==> src/shared/pwm_mon_pkg.sv <==
// Constants and types for the constant resolution PWM / frequency monitor.
// Assumes a 125 MHz system clock and a 32-bit AXI4-Lite register port.
package pwm_mon_pkg;

  // ----------------------------------------------------------------
  // Register map (index form, byte address is four times the index)
  // ----------------------------------------------------------------
  localparam logic [9:0] IDX_DIVIDER = 10'h0a0;
  localparam logic [9:0] IDX_ON_TIME = 10'h0a1;
  localparam logic [9:0] IDX_CONTROL = 10'h0a2;
  localparam logic [9:0] IDX_STATUS = 10'h0a3;
  localparam int ADDR_W = 12;

  // ----------------------------------------------------------------
  // Control register fields
  // ----------------------------------------------------------------
  localparam int CTL_MODE = 0;
  localparam int CTL_RUN = 1;
  localparam int CTL_IRQ_EN = 2;
  localparam int CTL_PEND = 3;
  localparam int CTL_PIN_A_EN = 4;
  localparam int CTL_PIN_B_EN = 5;
  localparam int CTL_EDGE_SEL = 6;

  // Status register fields
  localparam int STS_OUT = 8;
  localparam int STS_MON = 9;

  // ----------------------------------------------------------------
  // Reset values and timing
  // ----------------------------------------------------------------
  localparam logic [7:0] RST_DIVIDER = 8'h00;
  localparam logic [7:0] RST_ON_TIME = 8'h00;
  localparam logic [7:0] PWM_LAST_COUNT = 8'hfe;
  localparam logic [7:0] ON_TIME_FULL = 8'hff;
  localparam logic [1:0] RESP_OKAY = 2'h0;
  localparam logic [1:0] RESP_SLVERR = 2'h2;

  typedef enum logic {
    MODE_MONITOR = 1'b0,
    MODE_PWM = 1'b1
  } wave_mode_t;

  // Software visible control bits
  typedef struct packed {
    logic active_edge_select;
    logic pin_b_output_enable;
    logic pin_a_output_enable;
    logic timer_event_pending;
    logic timer_irq_enable;
    logic timer_run;
    wave_mode_t waveform_mode_select;
  } waveform_timer_control_t;

  // Whole state of the block
  typedef struct packed {
    waveform_timer_control_t ctl;
    logic [7:0] clock_divider_value;
    logic [7:0] on_time_count;
    logic [7:0] cmp;
    logic [7:0] cnt;
    logic [7:0] psc;
    logic out;
    logic sync1;
    logic sync2;
    logic mon_prev;
    logic pin_a_o;
    logic pin_a_oe_n;
    logic pin_b_o;
    logic pin_b_oe_n;
    logic irq;
    logic awready;
    logic wready;
    logic [ADDR_W-1:0] awaddr;
    logic aw_full;
    logic [31:0] wdata;
    logic [3:0] wstrb;
    logic w_full;
    logic bvalid;
    logic [1:0] bresp;
    logic arready;
    logic rvalid;
    logic [31:0] rdata;
    logic [1:0] rresp;
  } state_t;

endpackage

==> src/hw/const_res_pwm_freq_monitor.sv <==
// Eight bit PWM timer with a frequency monitor mode, AXI4-Lite registers.
// Assumes pin direction bits and halt come from logic on clk_sys; the
// monitor pin is asynchronous and is synchronised here.
//
// Chosen here: the register addresses and the AXI4-Lite interface to the registers.
`timescale 1ns/100ps

// Overview of operation
// - PWM period is a fixed 255 prescaled clocks.
// - Prescaler divides the system clock by divider value plus one.
// - PWM mode selected but stopped drives the timer output high.
// - Running PWM: low after on-time counts, high again after 255.
// - PWM waveform appears on enabled output pins A and B.
// - Writing run 1 while stopped starts and reinitialises the counter, 0 stops it.
// - On-time writes in running PWM take effect at next overflow.
// - Each PWM overflow sets pending; interrupt if enable is set.
// - Pending clears on written 0, ignores 1; hardware set wins.
// - PWM output set on overflow, cleared when count reaches on-time.
// - Monitor mode while stopped holds the timer output low.
// - Monitor mode drives pin B, and pin A too, when each is enabled.
// - Selected monitor edge clears counter and output; count goes on.
// - Pin A enabled in monitor mode feeds the output back as input.
// - Monitor output high while count exceeds on-time, low on edge.
// - Monitor count passing on-time sets pending flag.
// - Mode change while running toggles output; rise to monitor pends.
// - Lowering on-time below count in monitor mode sets pending.
// - Halt freezes the timer; it resumes its mode afterwards.
// - Divider writes take effect at the next prescaler underflow.
// - PWM on-time 0 stays low, 255 stays high; monitor immediate.
module const_res_pwm_freq_monitor
  import pwm_mon_pkg::*;
(
  input wire logic clk_sys,
  input wire logic rst,
  // AXI4-Lite slave
  input wire logic [ADDR_W-1:0] s_axi_awaddr,
  input wire logic s_axi_awvalid,
  output logic s_axi_awready,
  input wire logic [31:0] s_axi_wdata,
  input wire logic [3:0] s_axi_wstrb,
  input wire logic s_axi_wvalid,
  output logic s_axi_wready,
  output logic [1:0] s_axi_bresp,
  output logic s_axi_bvalid,
  input wire logic s_axi_bready,
  input wire logic [ADDR_W-1:0] s_axi_araddr,
  input wire logic s_axi_arvalid,
  output logic s_axi_arready,
  output logic [31:0] s_axi_rdata,
  output logic [1:0] s_axi_rresp,
  output logic s_axi_rvalid,
  input wire logic s_axi_rready,
  // Pins and system
  input wire logic freq_monitor_input,
  output logic output_pin_a,
  output logic output_pin_a_oe_n,
  output logic output_pin_b,
  output logic output_pin_b_oe_n,
  input wire logic pin_a_dir_out,
  input wire logic pin_b_dir_out,
  input wire logic halt,
  output logic timer_irq
);

  state_t s_q;
  state_t s_d;

  // Combinational helpers, also watched by the checks
  logic wr_fire;
  logic wr_ctrl;
  logic start;
  logic mode_chg;
  logic tick;
  logic pwm_ovf;
  logic edge_evt;
  logic hw_set;
  logic mon_lvl;
  logic feed_back;

  // ----------------------------------------------------------------
  // Next state
  // ----------------------------------------------------------------
  always_comb begin
    logic [9:0] widx;
    logic [9:0] ridx;
    logic [7:0] wb;
    logic was_run;
    logic out_was;
    logic mon_upd;
    widx = s_q.awaddr[11:2];
    ridx = s_axi_araddr[11:2];
    wb = s_q.wdata[7:0];
    was_run = s_q.ctl.timer_run;
    out_was = s_q.out;
    mon_upd = 1'b0;
    s_d = s_q;
    wr_ctrl = 1'b0;
    start = 1'b0;
    mode_chg = 1'b0;
    tick = 1'b0;
    pwm_ovf = 1'b0;
    edge_evt = 1'b0;
    hw_set = 1'b0;

    // ---------------------------------------------------------------
    // Write channels: address and data taken in either order
    // ---------------------------------------------------------------
    if (s_axi_awvalid && s_q.awready) begin
      s_d.awaddr = s_axi_awaddr;
      s_d.aw_full = 1'b1;
      s_d.awready = 1'b0;
    end
    if (s_axi_wvalid && s_q.wready) begin
      s_d.wdata = s_axi_wdata;
      s_d.wstrb = s_axi_wstrb;
      s_d.w_full = 1'b1;
      s_d.wready = 1'b0;
    end
    wr_fire = s_q.aw_full && s_q.w_full && !s_q.bvalid;
    if (wr_fire) begin
      s_d.aw_full = 1'b0;
      s_d.w_full = 1'b0;
      s_d.bvalid = 1'b1;
      s_d.bresp = RESP_OKAY;
      unique case (widx)
        IDX_DIVIDER: begin
          if (s_q.wstrb[0]) begin
            s_d.clock_divider_value = wb;
          end
        end
        IDX_ON_TIME: begin
          if (s_q.wstrb[0]) begin
            s_d.on_time_count = wb;
          end
        end
        IDX_CONTROL: begin
          if (s_q.wstrb[0]) begin
            wr_ctrl = 1'b1;
            s_d.ctl.waveform_mode_select = wave_mode_t'(wb[CTL_MODE]);
            s_d.ctl.timer_run = wb[CTL_RUN];
            s_d.ctl.timer_irq_enable = wb[CTL_IRQ_EN];
            s_d.ctl.pin_a_output_enable = wb[CTL_PIN_A_EN];
            s_d.ctl.pin_b_output_enable = wb[CTL_PIN_B_EN];
            s_d.ctl.active_edge_select = wb[CTL_EDGE_SEL];
          end
        end
        IDX_STATUS: begin
          s_d.bresp = RESP_OKAY;
        end
        default: begin
          s_d.bresp = RESP_SLVERR;
        end
      endcase
    end
    if (s_q.bvalid && s_axi_bready) begin
      s_d.bvalid = 1'b0;
      s_d.awready = 1'b1;
      s_d.wready = 1'b1;
    end

    // ---------------------------------------------------------------
    // Read channel
    // ---------------------------------------------------------------
    if (s_axi_arvalid && s_q.arready) begin
      s_d.arready = 1'b0;
      s_d.rvalid = 1'b1;
      s_d.rdata = 32'h0000_0000;
      s_d.rresp = RESP_OKAY;
      unique case (ridx)
        IDX_DIVIDER: s_d.rdata[7:0] = s_q.clock_divider_value;
        IDX_ON_TIME: s_d.rdata[7:0] = s_q.on_time_count;
        IDX_CONTROL: s_d.rdata[6:0] = s_q.ctl;
        IDX_STATUS: begin
          s_d.rdata[7:0] = s_q.cnt;
          s_d.rdata[STS_OUT] = s_q.out;
          s_d.rdata[STS_MON] = s_q.sync2;
        end
        default: s_d.rresp = RESP_SLVERR;
      endcase
    end
    if (s_q.rvalid && s_axi_rready) begin
      s_d.rvalid = 1'b0;
      s_d.arready = 1'b1;
    end

    // ---------------------------------------------------------------
    // Monitor input source
    // ---------------------------------------------------------------
    s_d.sync1 = freq_monitor_input;
    s_d.sync2 = s_q.sync1;
    // A mis-configured pin A drives the timer output, so read that back
    feed_back = (s_q.ctl.waveform_mode_select == MODE_MONITOR) &&
                s_q.ctl.pin_a_output_enable && pin_a_dir_out;
    mon_lvl = feed_back ? s_q.out : s_q.sync2;

    // ---------------------------------------------------------------
    // Timer, frozen entirely while halted
    // ---------------------------------------------------------------
    if (!halt) begin
      s_d.mon_prev = mon_lvl;
      // Reload takes the register only at underflow or on start
      if (s_q.psc == 8'h00) begin
        tick = 1'b1;
        s_d.psc = s_d.clock_divider_value;
      end else begin
        s_d.psc = s_q.psc - 8'h01;
      end
      start = s_d.ctl.timer_run && !was_run;
      mode_chg = s_d.ctl.timer_run && was_run &&
                 (s_d.ctl.waveform_mode_select !=
                  s_q.ctl.waveform_mode_select);
      edge_evt = s_q.ctl.active_edge_select ?
                 (s_q.mon_prev && !mon_lvl) : (!s_q.mon_prev && mon_lvl);
      if (!s_d.ctl.timer_run) begin
        s_d.out = s_d.ctl.waveform_mode_select == MODE_PWM;
        edge_evt = 1'b0;
      end else if (start) begin
        // Counter restarts in step with a fresh prescaler period
        s_d.cnt = 8'h00;
        s_d.psc = s_d.clock_divider_value;
        s_d.cmp = s_d.on_time_count;
        s_d.out = (s_d.ctl.waveform_mode_select == MODE_PWM) &&
                  (s_d.on_time_count != 8'h00);
        edge_evt = 1'b0;
      end else if (mode_chg) begin
        s_d.out = !s_q.out;
        s_d.cmp = s_d.on_time_count;
        edge_evt = 1'b0;
      end else if (s_d.ctl.waveform_mode_select == MODE_PWM) begin
        edge_evt = 1'b0;
        if (tick) begin
          if (s_q.cnt == PWM_LAST_COUNT) begin
            pwm_ovf = 1'b1;
            s_d.cnt = 8'h00;
            s_d.cmp = s_d.on_time_count;
            s_d.out = s_d.on_time_count != 8'h00;
            hw_set = 1'b1;
          end else begin
            s_d.cnt = s_q.cnt + 8'h01;
            // Full-scale compare never trips, so 255 stays high
            s_d.out = (s_d.cnt < s_q.cmp) ||
                      (s_q.cmp == ON_TIME_FULL);
          end
        end
      end else begin
        if (edge_evt) begin
          s_d.cnt = 8'h00;
          mon_upd = 1'b1;
        end else if (tick) begin
          s_d.cnt = s_q.cnt + 8'h01; // Wrap to zero is the overflow
          mon_upd = 1'b1;
        end
        if (wr_fire && widx == IDX_ON_TIME) begin
          mon_upd = 1'b1;
        end
        if (mon_upd) begin
          s_d.out = s_d.cnt > s_d.on_time_count;
        end
      end
      // Any rise of the monitor output is a too-slow event
      if (s_d.ctl.timer_run && !start &&
          s_d.ctl.waveform_mode_select == MODE_MONITOR &&
          !out_was && s_d.out) begin
        hw_set = 1'b1;
      end
    end

    // ---------------------------------------------------------------
    // Pending flag: software clears with 0, hardware set wins
    // ---------------------------------------------------------------
    if (wr_ctrl && !wb[CTL_PEND]) begin
      s_d.ctl.timer_event_pending = 1'b0;
    end
    if (hw_set) begin
      s_d.ctl.timer_event_pending = 1'b1;
    end
    s_d.irq = s_d.ctl.timer_event_pending &&
              s_d.ctl.timer_irq_enable;

    // ---------------------------------------------------------------
    // Pin drive, registered so outputs come from flops
    // ---------------------------------------------------------------
    s_d.pin_a_oe_n = !(s_d.ctl.pin_a_output_enable && pin_a_dir_out);
    s_d.pin_a_o = s_d.out && !s_d.pin_a_oe_n;
    s_d.pin_b_oe_n = !(s_d.ctl.pin_b_output_enable && pin_b_dir_out);
    s_d.pin_b_o = s_d.out && !s_d.pin_b_oe_n;
  end

  // ----------------------------------------------------------------
  // State register
  // ----------------------------------------------------------------
  always_ff @(posedge clk_sys) begin
    if (rst) begin
      s_q <= '0;
      s_q.clock_divider_value <= RST_DIVIDER;
      s_q.on_time_count <= RST_ON_TIME;
      s_q.pin_a_oe_n <= 1'b1;
      s_q.pin_b_oe_n <= 1'b1;
      s_q.awready <= 1'b1;
      s_q.wready <= 1'b1;
      s_q.arready <= 1'b1;
    end else begin
      s_q <= s_d;
    end
  end

  assign s_axi_awready = s_q.awready;
  assign s_axi_wready = s_q.wready;
  assign s_axi_bvalid = s_q.bvalid;
  assign s_axi_bresp = s_q.bresp;
  assign s_axi_arready = s_q.arready;
  assign s_axi_rvalid = s_q.rvalid;
  assign s_axi_rdata = s_q.rdata;
  assign s_axi_rresp = s_q.rresp;
  assign output_pin_a = s_q.pin_a_o;
  assign output_pin_a_oe_n = s_q.pin_a_oe_n;
  assign output_pin_b = s_q.pin_b_o;
  assign output_pin_b_oe_n = s_q.pin_b_oe_n;
  assign timer_irq = s_q.irq;

  // ----------------------------------------------------------------
  // Checks
  // ----------------------------------------------------------------
  a_period_wrap: assert property (
    @(posedge clk_sys) disable iff (rst)
    pwm_ovf |=> s_q.cnt == 8'h00 && $past(s_q.cnt) == 8'hfe &&
                s_q.ctl.timer_event_pending)
    else $error("PWM period did not wrap after count 254");

  a_prescale_reload: assert property (
    @(posedge clk_sys) disable iff (rst)
    tick && !start |=> s_q.psc == $past(s_d.clock_divider_value))
    else $error("Prescaler did not reload from divider value");

  a_idle_pwm_high: assert property (
    @(posedge clk_sys) disable iff (rst)
    !halt && !s_d.ctl.timer_run &&
    s_d.ctl.waveform_mode_select == MODE_PWM |=> s_q.out
    ##1 (s_q.pin_a_oe_n || s_q.pin_a_o == s_q.out))
    else $error("Stopped PWM mode output not high");

  a_idle_mon_low: assert property (
    @(posedge clk_sys) disable iff (rst)
    !halt && !s_d.ctl.timer_run &&
    s_d.ctl.waveform_mode_select == MODE_MONITOR |=> !s_q.out)
    else $error("Stopped monitor mode output not low");

  a_start_clears: assert property (
    @(posedge clk_sys) disable iff (rst)
    start |=> s_q.cnt == 8'h00 && s_q.ctl.timer_run)
    else $error("Start did not reinitialise the counter");

  a_cmp_hold: assert property (
    @(posedge clk_sys) disable iff (rst)
    !$stable(s_q.cmp) |-> $past(pwm_ovf || start || mode_chg))
    else $error("Compare value changed outside overflow");

  a_pend_set_wins: assert property (
    @(posedge clk_sys) disable iff (rst)
    hw_set |=> s_q.ctl.timer_event_pending)
    else $error("Hardware set of pending was lost");

  a_pend_clear: assert property (
    @(posedge clk_sys) disable iff (rst)
    wr_ctrl && !s_q.wdata[CTL_PEND] && !hw_set
    |=> !s_q.ctl.timer_event_pending)
    else $error("Pending flag not cleared by written zero");

  a_irq_follows: assert property (
    @(posedge clk_sys) disable iff (rst)
    hw_set && s_d.ctl.timer_irq_enable |=> timer_irq)
    else $error("Interrupt not raised with enable set");

  a_pin_b_gate: assert property (
    @(posedge clk_sys) disable iff (rst)
    output_pin_b |-> $past(s_d.ctl.pin_b_output_enable && pin_b_dir_out))
    else $error("Pin B driven without enable");

  a_edge_clears: assert property (
    @(posedge clk_sys) disable iff (rst)
    edge_evt |=> s_q.cnt == 8'h00 && !s_q.out)
    else $error("Monitor edge did not clear counter and output");

  a_halt_freeze: assert property (
    @(posedge clk_sys) disable iff (rst)
    halt |=> $stable(s_q.cnt) && $stable(s_q.psc) && $stable(s_q.out))
    else $error("Timer state moved during halt");

endmodule

==> config.mk <==
export PLATFORM = sky130hd
export DESIGN_NAME = const_res_pwm_freq_monitor
export DESIGN_NICKNAME = d
export VERILOG_FILES = /design/src/shared/pwm_mon_pkg.sv /design/src/hw/const_res_pwm_freq_monitor.sv
export SDC_FILE = /design/constraint.sdc
export NUM_CORES = 1
export LEC_CHECK = 0
export ABC_AREA = 0
export BUFFER_PORTS_ARGS = -buffer_cell sky130_fd_sc_hd__buf_4
export CAP_MARGIN = 30
export CORE_MARGIN = 4
export CORE_UTILIZATION = 41
export DETAILED_ROUTE_END_ITERATION = 10
export HOLD_SLACK_MARGIN = 0.15
export PLACE_DENSITY_LB_ADDON = 0.15
export SYNTH_ARGS = -nofsm -noshare
export SYNTH_HDL_FRONTEND = slang
export SYNTH_SLANG_ARGS = --single-unit
==> constraint.sdc <==
create_clock -name clk_sys -period 6.1 [get_ports clk_sys]
set_clock_uncertainty 0.05 [all_clocks]
set_input_delay 0.305 -clock clk_sys [delete_from_list [all_inputs] [get_ports clk_sys]]
set_output_delay 0.305 -clock clk_sys [all_outputs]
set_load 0.03 [all_outputs]
==> summary.md <==
| Metric | Value |
|---|---|
| # rows | 40 |
| Sw Ratio | 0.326 |
| Status | finished clean |
| I/O pin count | 117 |
| TNS Setup | 0 ns |
| First-pass GRT wire length | about 21000 um |
| Max-slew violations | 0 |
| Die ar. | between 10000 and 15000 um^2 |
| Initial antenna violation count | 0 |
| Placer congestion estimate | around 0.89 |
| Synth area leaders | dfxtp_1, nor2_1, a21oi_1 |
| RSZ-0062 raised after global routing | no |
| Final Non-Filler Cells | 814 |
| Die Wd | about 120 um |
| CTS Root Cell | clkbuf_16 |
| Sequential share of power | 0.397 |
| Post-Synthesis Cells | between 600 and 700 |
| CTS H-tree lvls | 3 |
| Critical-path maximum fanout | 9 |
| Leakage dissipation | between 2 and 2.5 nW |
| Synthesis-stage register bit count | 94 |
| Final min period | just under 4 ns |
| Post-route DRC violation count | 0 |
| Most common cell in the netlist | dfxtp_1 |
| Net load switching power | between 0.5 and 0.6 mW |
| Antenna cells | 0 |
| Total Routing Usage GR | 0.184 |
| Pwr/cell area | 295 nW/um^2 |
| Routed vias/inst | around 5.3 |
| Critical path required time | between 6 and 7 ns |
| Antenna-violating nets left | 0 |
| Clock transition at path regs | roughly 0.070 ns |
| Maxcap violations | 0 |
| Nets | 750 |
| Max VDD drop | between 0.00015 and 0.0002 V |
| Crit path launch type | flip-flop |
| CP bufs+invs | 0 |
| Setup violators final | 0 |
| Worst-path cell chain | or4_4, or4_1, mux2i_1, ha_1, nor2b_1, o21ai_0, nand3_2, a21oi_2, a2bb2oi_2, o31ai_2, a221oi_2, nor3_1 |
| CTS max path bufs | 2 |
| Worst path slowest cell | or4_1 |
| Vias | roughly 4.3k |
| Largest incremental delay on the critical path | between 0.7 and 0.8 ns |
| Placed instance count | ~800 |
| Clock tree from TritonCTS | done |
| Worst Setup End Kind | flip-flop |
| Syn avg cell area | approximately 8 um^2 |
| Die Ht | around 120 um |
| Vias in the first global route | between 4k and 5k |
| Fmax | 254 MHz |
| Post-synth cell types | 64 |
| Comb power frac | 0.268 |
| Register area share after synthesis | 0.375 |
| Filler Cell Count | around 1.2k |
| EDFF count, synth | 0 |
| Initial DRC Count | 259 |
| DR WL/cell | 15.5 um |
| Final hold viol count | 0 |
| Core area | 12000 um^2 |
| Starting Density | 0.418 |
| Number of setup buffers added after CTS | 0 |
| Post-Syn Area | 5020 um^2 |
| Dpl ws | 2.20 ns |
| Multi-input gate area | 2730 um^2 |
| Total clock sinks | 94 |
| Worst setup margin | approximately 2.2 ns |
| Drt total wl | around 13000 um |
| Headroom to the max-slew limit | 0.354 |
| Synth area leader | dfxtp_1 |
| Area growth syn-to-layout | 16.3% |
| Clock latency on the worst-skew pair | approximately 0.35 ns |
| Setup Crit Path Kind | reg -> reg |
| Resize count post-CTS | 0 |
| Detailed Place HPWL | a little over 9000 um |
| Fraction of registers with async set/reset | 0 |
| Total iterations of the first detailed-routing run | 6 |
| Largest net degree at the start of global routing | 90 |
| Share of cells above drive strength 1 | 0.150 |
| Crit path DAT | 4.09 ns |
| Total congestion overflow | 0 |
| Clock Power Share | 0.335 |
| Yosys warnings | 0 |
| Top delay family on crit path | simple AND/OR/NAND/NOR gates |
| Most used DFF post-synth | dfxtp_1 |
| TritonCTS buffer count | 9 |
| Post-synth top area share | 0.375 |
| Final worst-path cycle share | 0.646 |
| Synth cell count leaders | dfxtp_1, nor2_1, nand2_1 |
| Port Buf Inserts | between 60 and 70 |
| P_int | 1.16 mW |
| FF/Latch Area | roughly 1900 um^2 |
| Worst-Margin Slew | between 0.9 and 1 ns |
| Worst Hold Class | in -> reg |
[stage by stage]
| step | total power, mW | hold slack, ns | util | area [um^2] |
|---|---|---|---|---|
| 6_report | 1.72 | 0.158 | 0.486 | 5840 |
| 5_1_grt | 1.83 | 0.155 | 0.486 | 5840 |
| 4_1_cts | 1.74 | 0.150 | 0.486 | 5840 |
| 3_5_place_dp | 1.15 | 0.380 | 0.445 | 5350 |
| 3_3_place_gp | 1.14 | 0.375 | 0.445 | 5350 |
| 2_1_floorplan | 1.06 | 0.317 | - | 5110 |
[worst register-to-register path: cells and delay by family, from the launching register on]
family                     cells  cell delay (ns)
muxes                          1             0.48
DFF                            1             0.31
adders and majority gates      1             0.32
and+or+nand+nor                5             1.60
AOI/OAI and AO/OA              5             1.02
[flip-flops by register name (all words and copies together) (netlist names)]
register / flops
s_d: 1
timer_irq: 1
output_pin_a: 1
output_pin_a_oe_n: 1
s_axi_bresp: 1
output_pin_b: 1
output_pin_b_oe_n: 1
s_axi_wready: 1
s_axi_rresp: 1
s_axi_rdata: 10
s_axi_bvalid: 1
s_q: 71
s_axi_arready: 1
s_axi_awready: 1
s_axi_rvalid: 1
[cells in the final DEF, fill, tap and decap left out, types with 4 or more instances in the layout]
cell type      count
a22oi_1           11
conb_1            24
nor2b_1            5
nor4_1             5
inv_1             23
ha_1              17
nor2_1            93
nor3_1            25
or3_1              4
xor2_1             6
mux4_2             7
mux2i_1           23
o21ai_0           16
buf_4             62
xnor2_1            6
nand3_1            9
a21oi_1           63
clkbuf_16          9
nand4_1            6
nand3b_1           4
nand2_1           71
a211oi_1           5
dlygate4sd3_1     18
dfxtp_1           94
[worst paths after layout]
path                 from            end  slack (ns)  depth (start not counted)
min reg2reg       s_d[97]        s_q[97]        0.39                          1
max               s_q[88]        s_q[99]        2.16                         12
max reg2reg       s_q[88]        s_q[99]        2.16                         12
min          s_axi_bready  s_axi_awready        0.16                          3
[cells by family (layout without fill, tap and decap cells)]
group / Yosys count / after routing / share of synthesized area
simple gates: 244 / 244 / 0.224
compound gates: 119 / 119 / 0.145
flops: 94 / 94 / 0.375
buf+inv: 93 / 121 / 0.0997
mux: 35 / 35 / 0.0912
fa+ha+maj: 18 / 18 / 0.0444
xor+xnor: 12 / 12 / 0.0209
other cells: 1 / 24 / 0.000747
[repair_timing]
| item | CTS | global route |
|---|---|---|
| hold endpoints to repair | 19 | 0 |
| setup endpoints to repair | 0 | 0 |
| hold buffers | 18 | 0 |
[final cells by class]
class / count / share of cell area
Multi-Input combinational cell: 452 / 0.467
Tap cell: 147 / 0.0315
Clock inverter: 6 / 0.0118
Inverter: 25 / 0.0161
Timing Repair Buffer: 80 / 0.111
Clock buffer: 10 / 0.0409
Sequential cell: 94 / 0.322
[power groups by stage]
stage / Clock, mW / Sequential (mW) / Combinational, mW
2_1_floorplan: 0 / 0.690 / 0.370
3_3_place_gp: 0 / 0.695 / 0.442
3_5_place_dp: 0 / 0.696 / 0.450
4_1_cts: 0.594 / 0.682 / 0.461
5_1_grt: 0.621 / 0.688 / 0.525
6_report: 0.576 / 0.683 / 0.462
[routing by layer]
layer | global-route usage | vias to the layer above | part of all wire
met5 | 0 | - | 0
met4 | 0.0601 | 0 | 0.015
met3 | 0.0388 | 18 | 0.064
met2 | 0.306 | 126 | 0.47
met1 | 0.239 | 2014 | 0.45
li1 | - | 2159 | -
No activity file was read; power rests on OpenSTA's default activity.
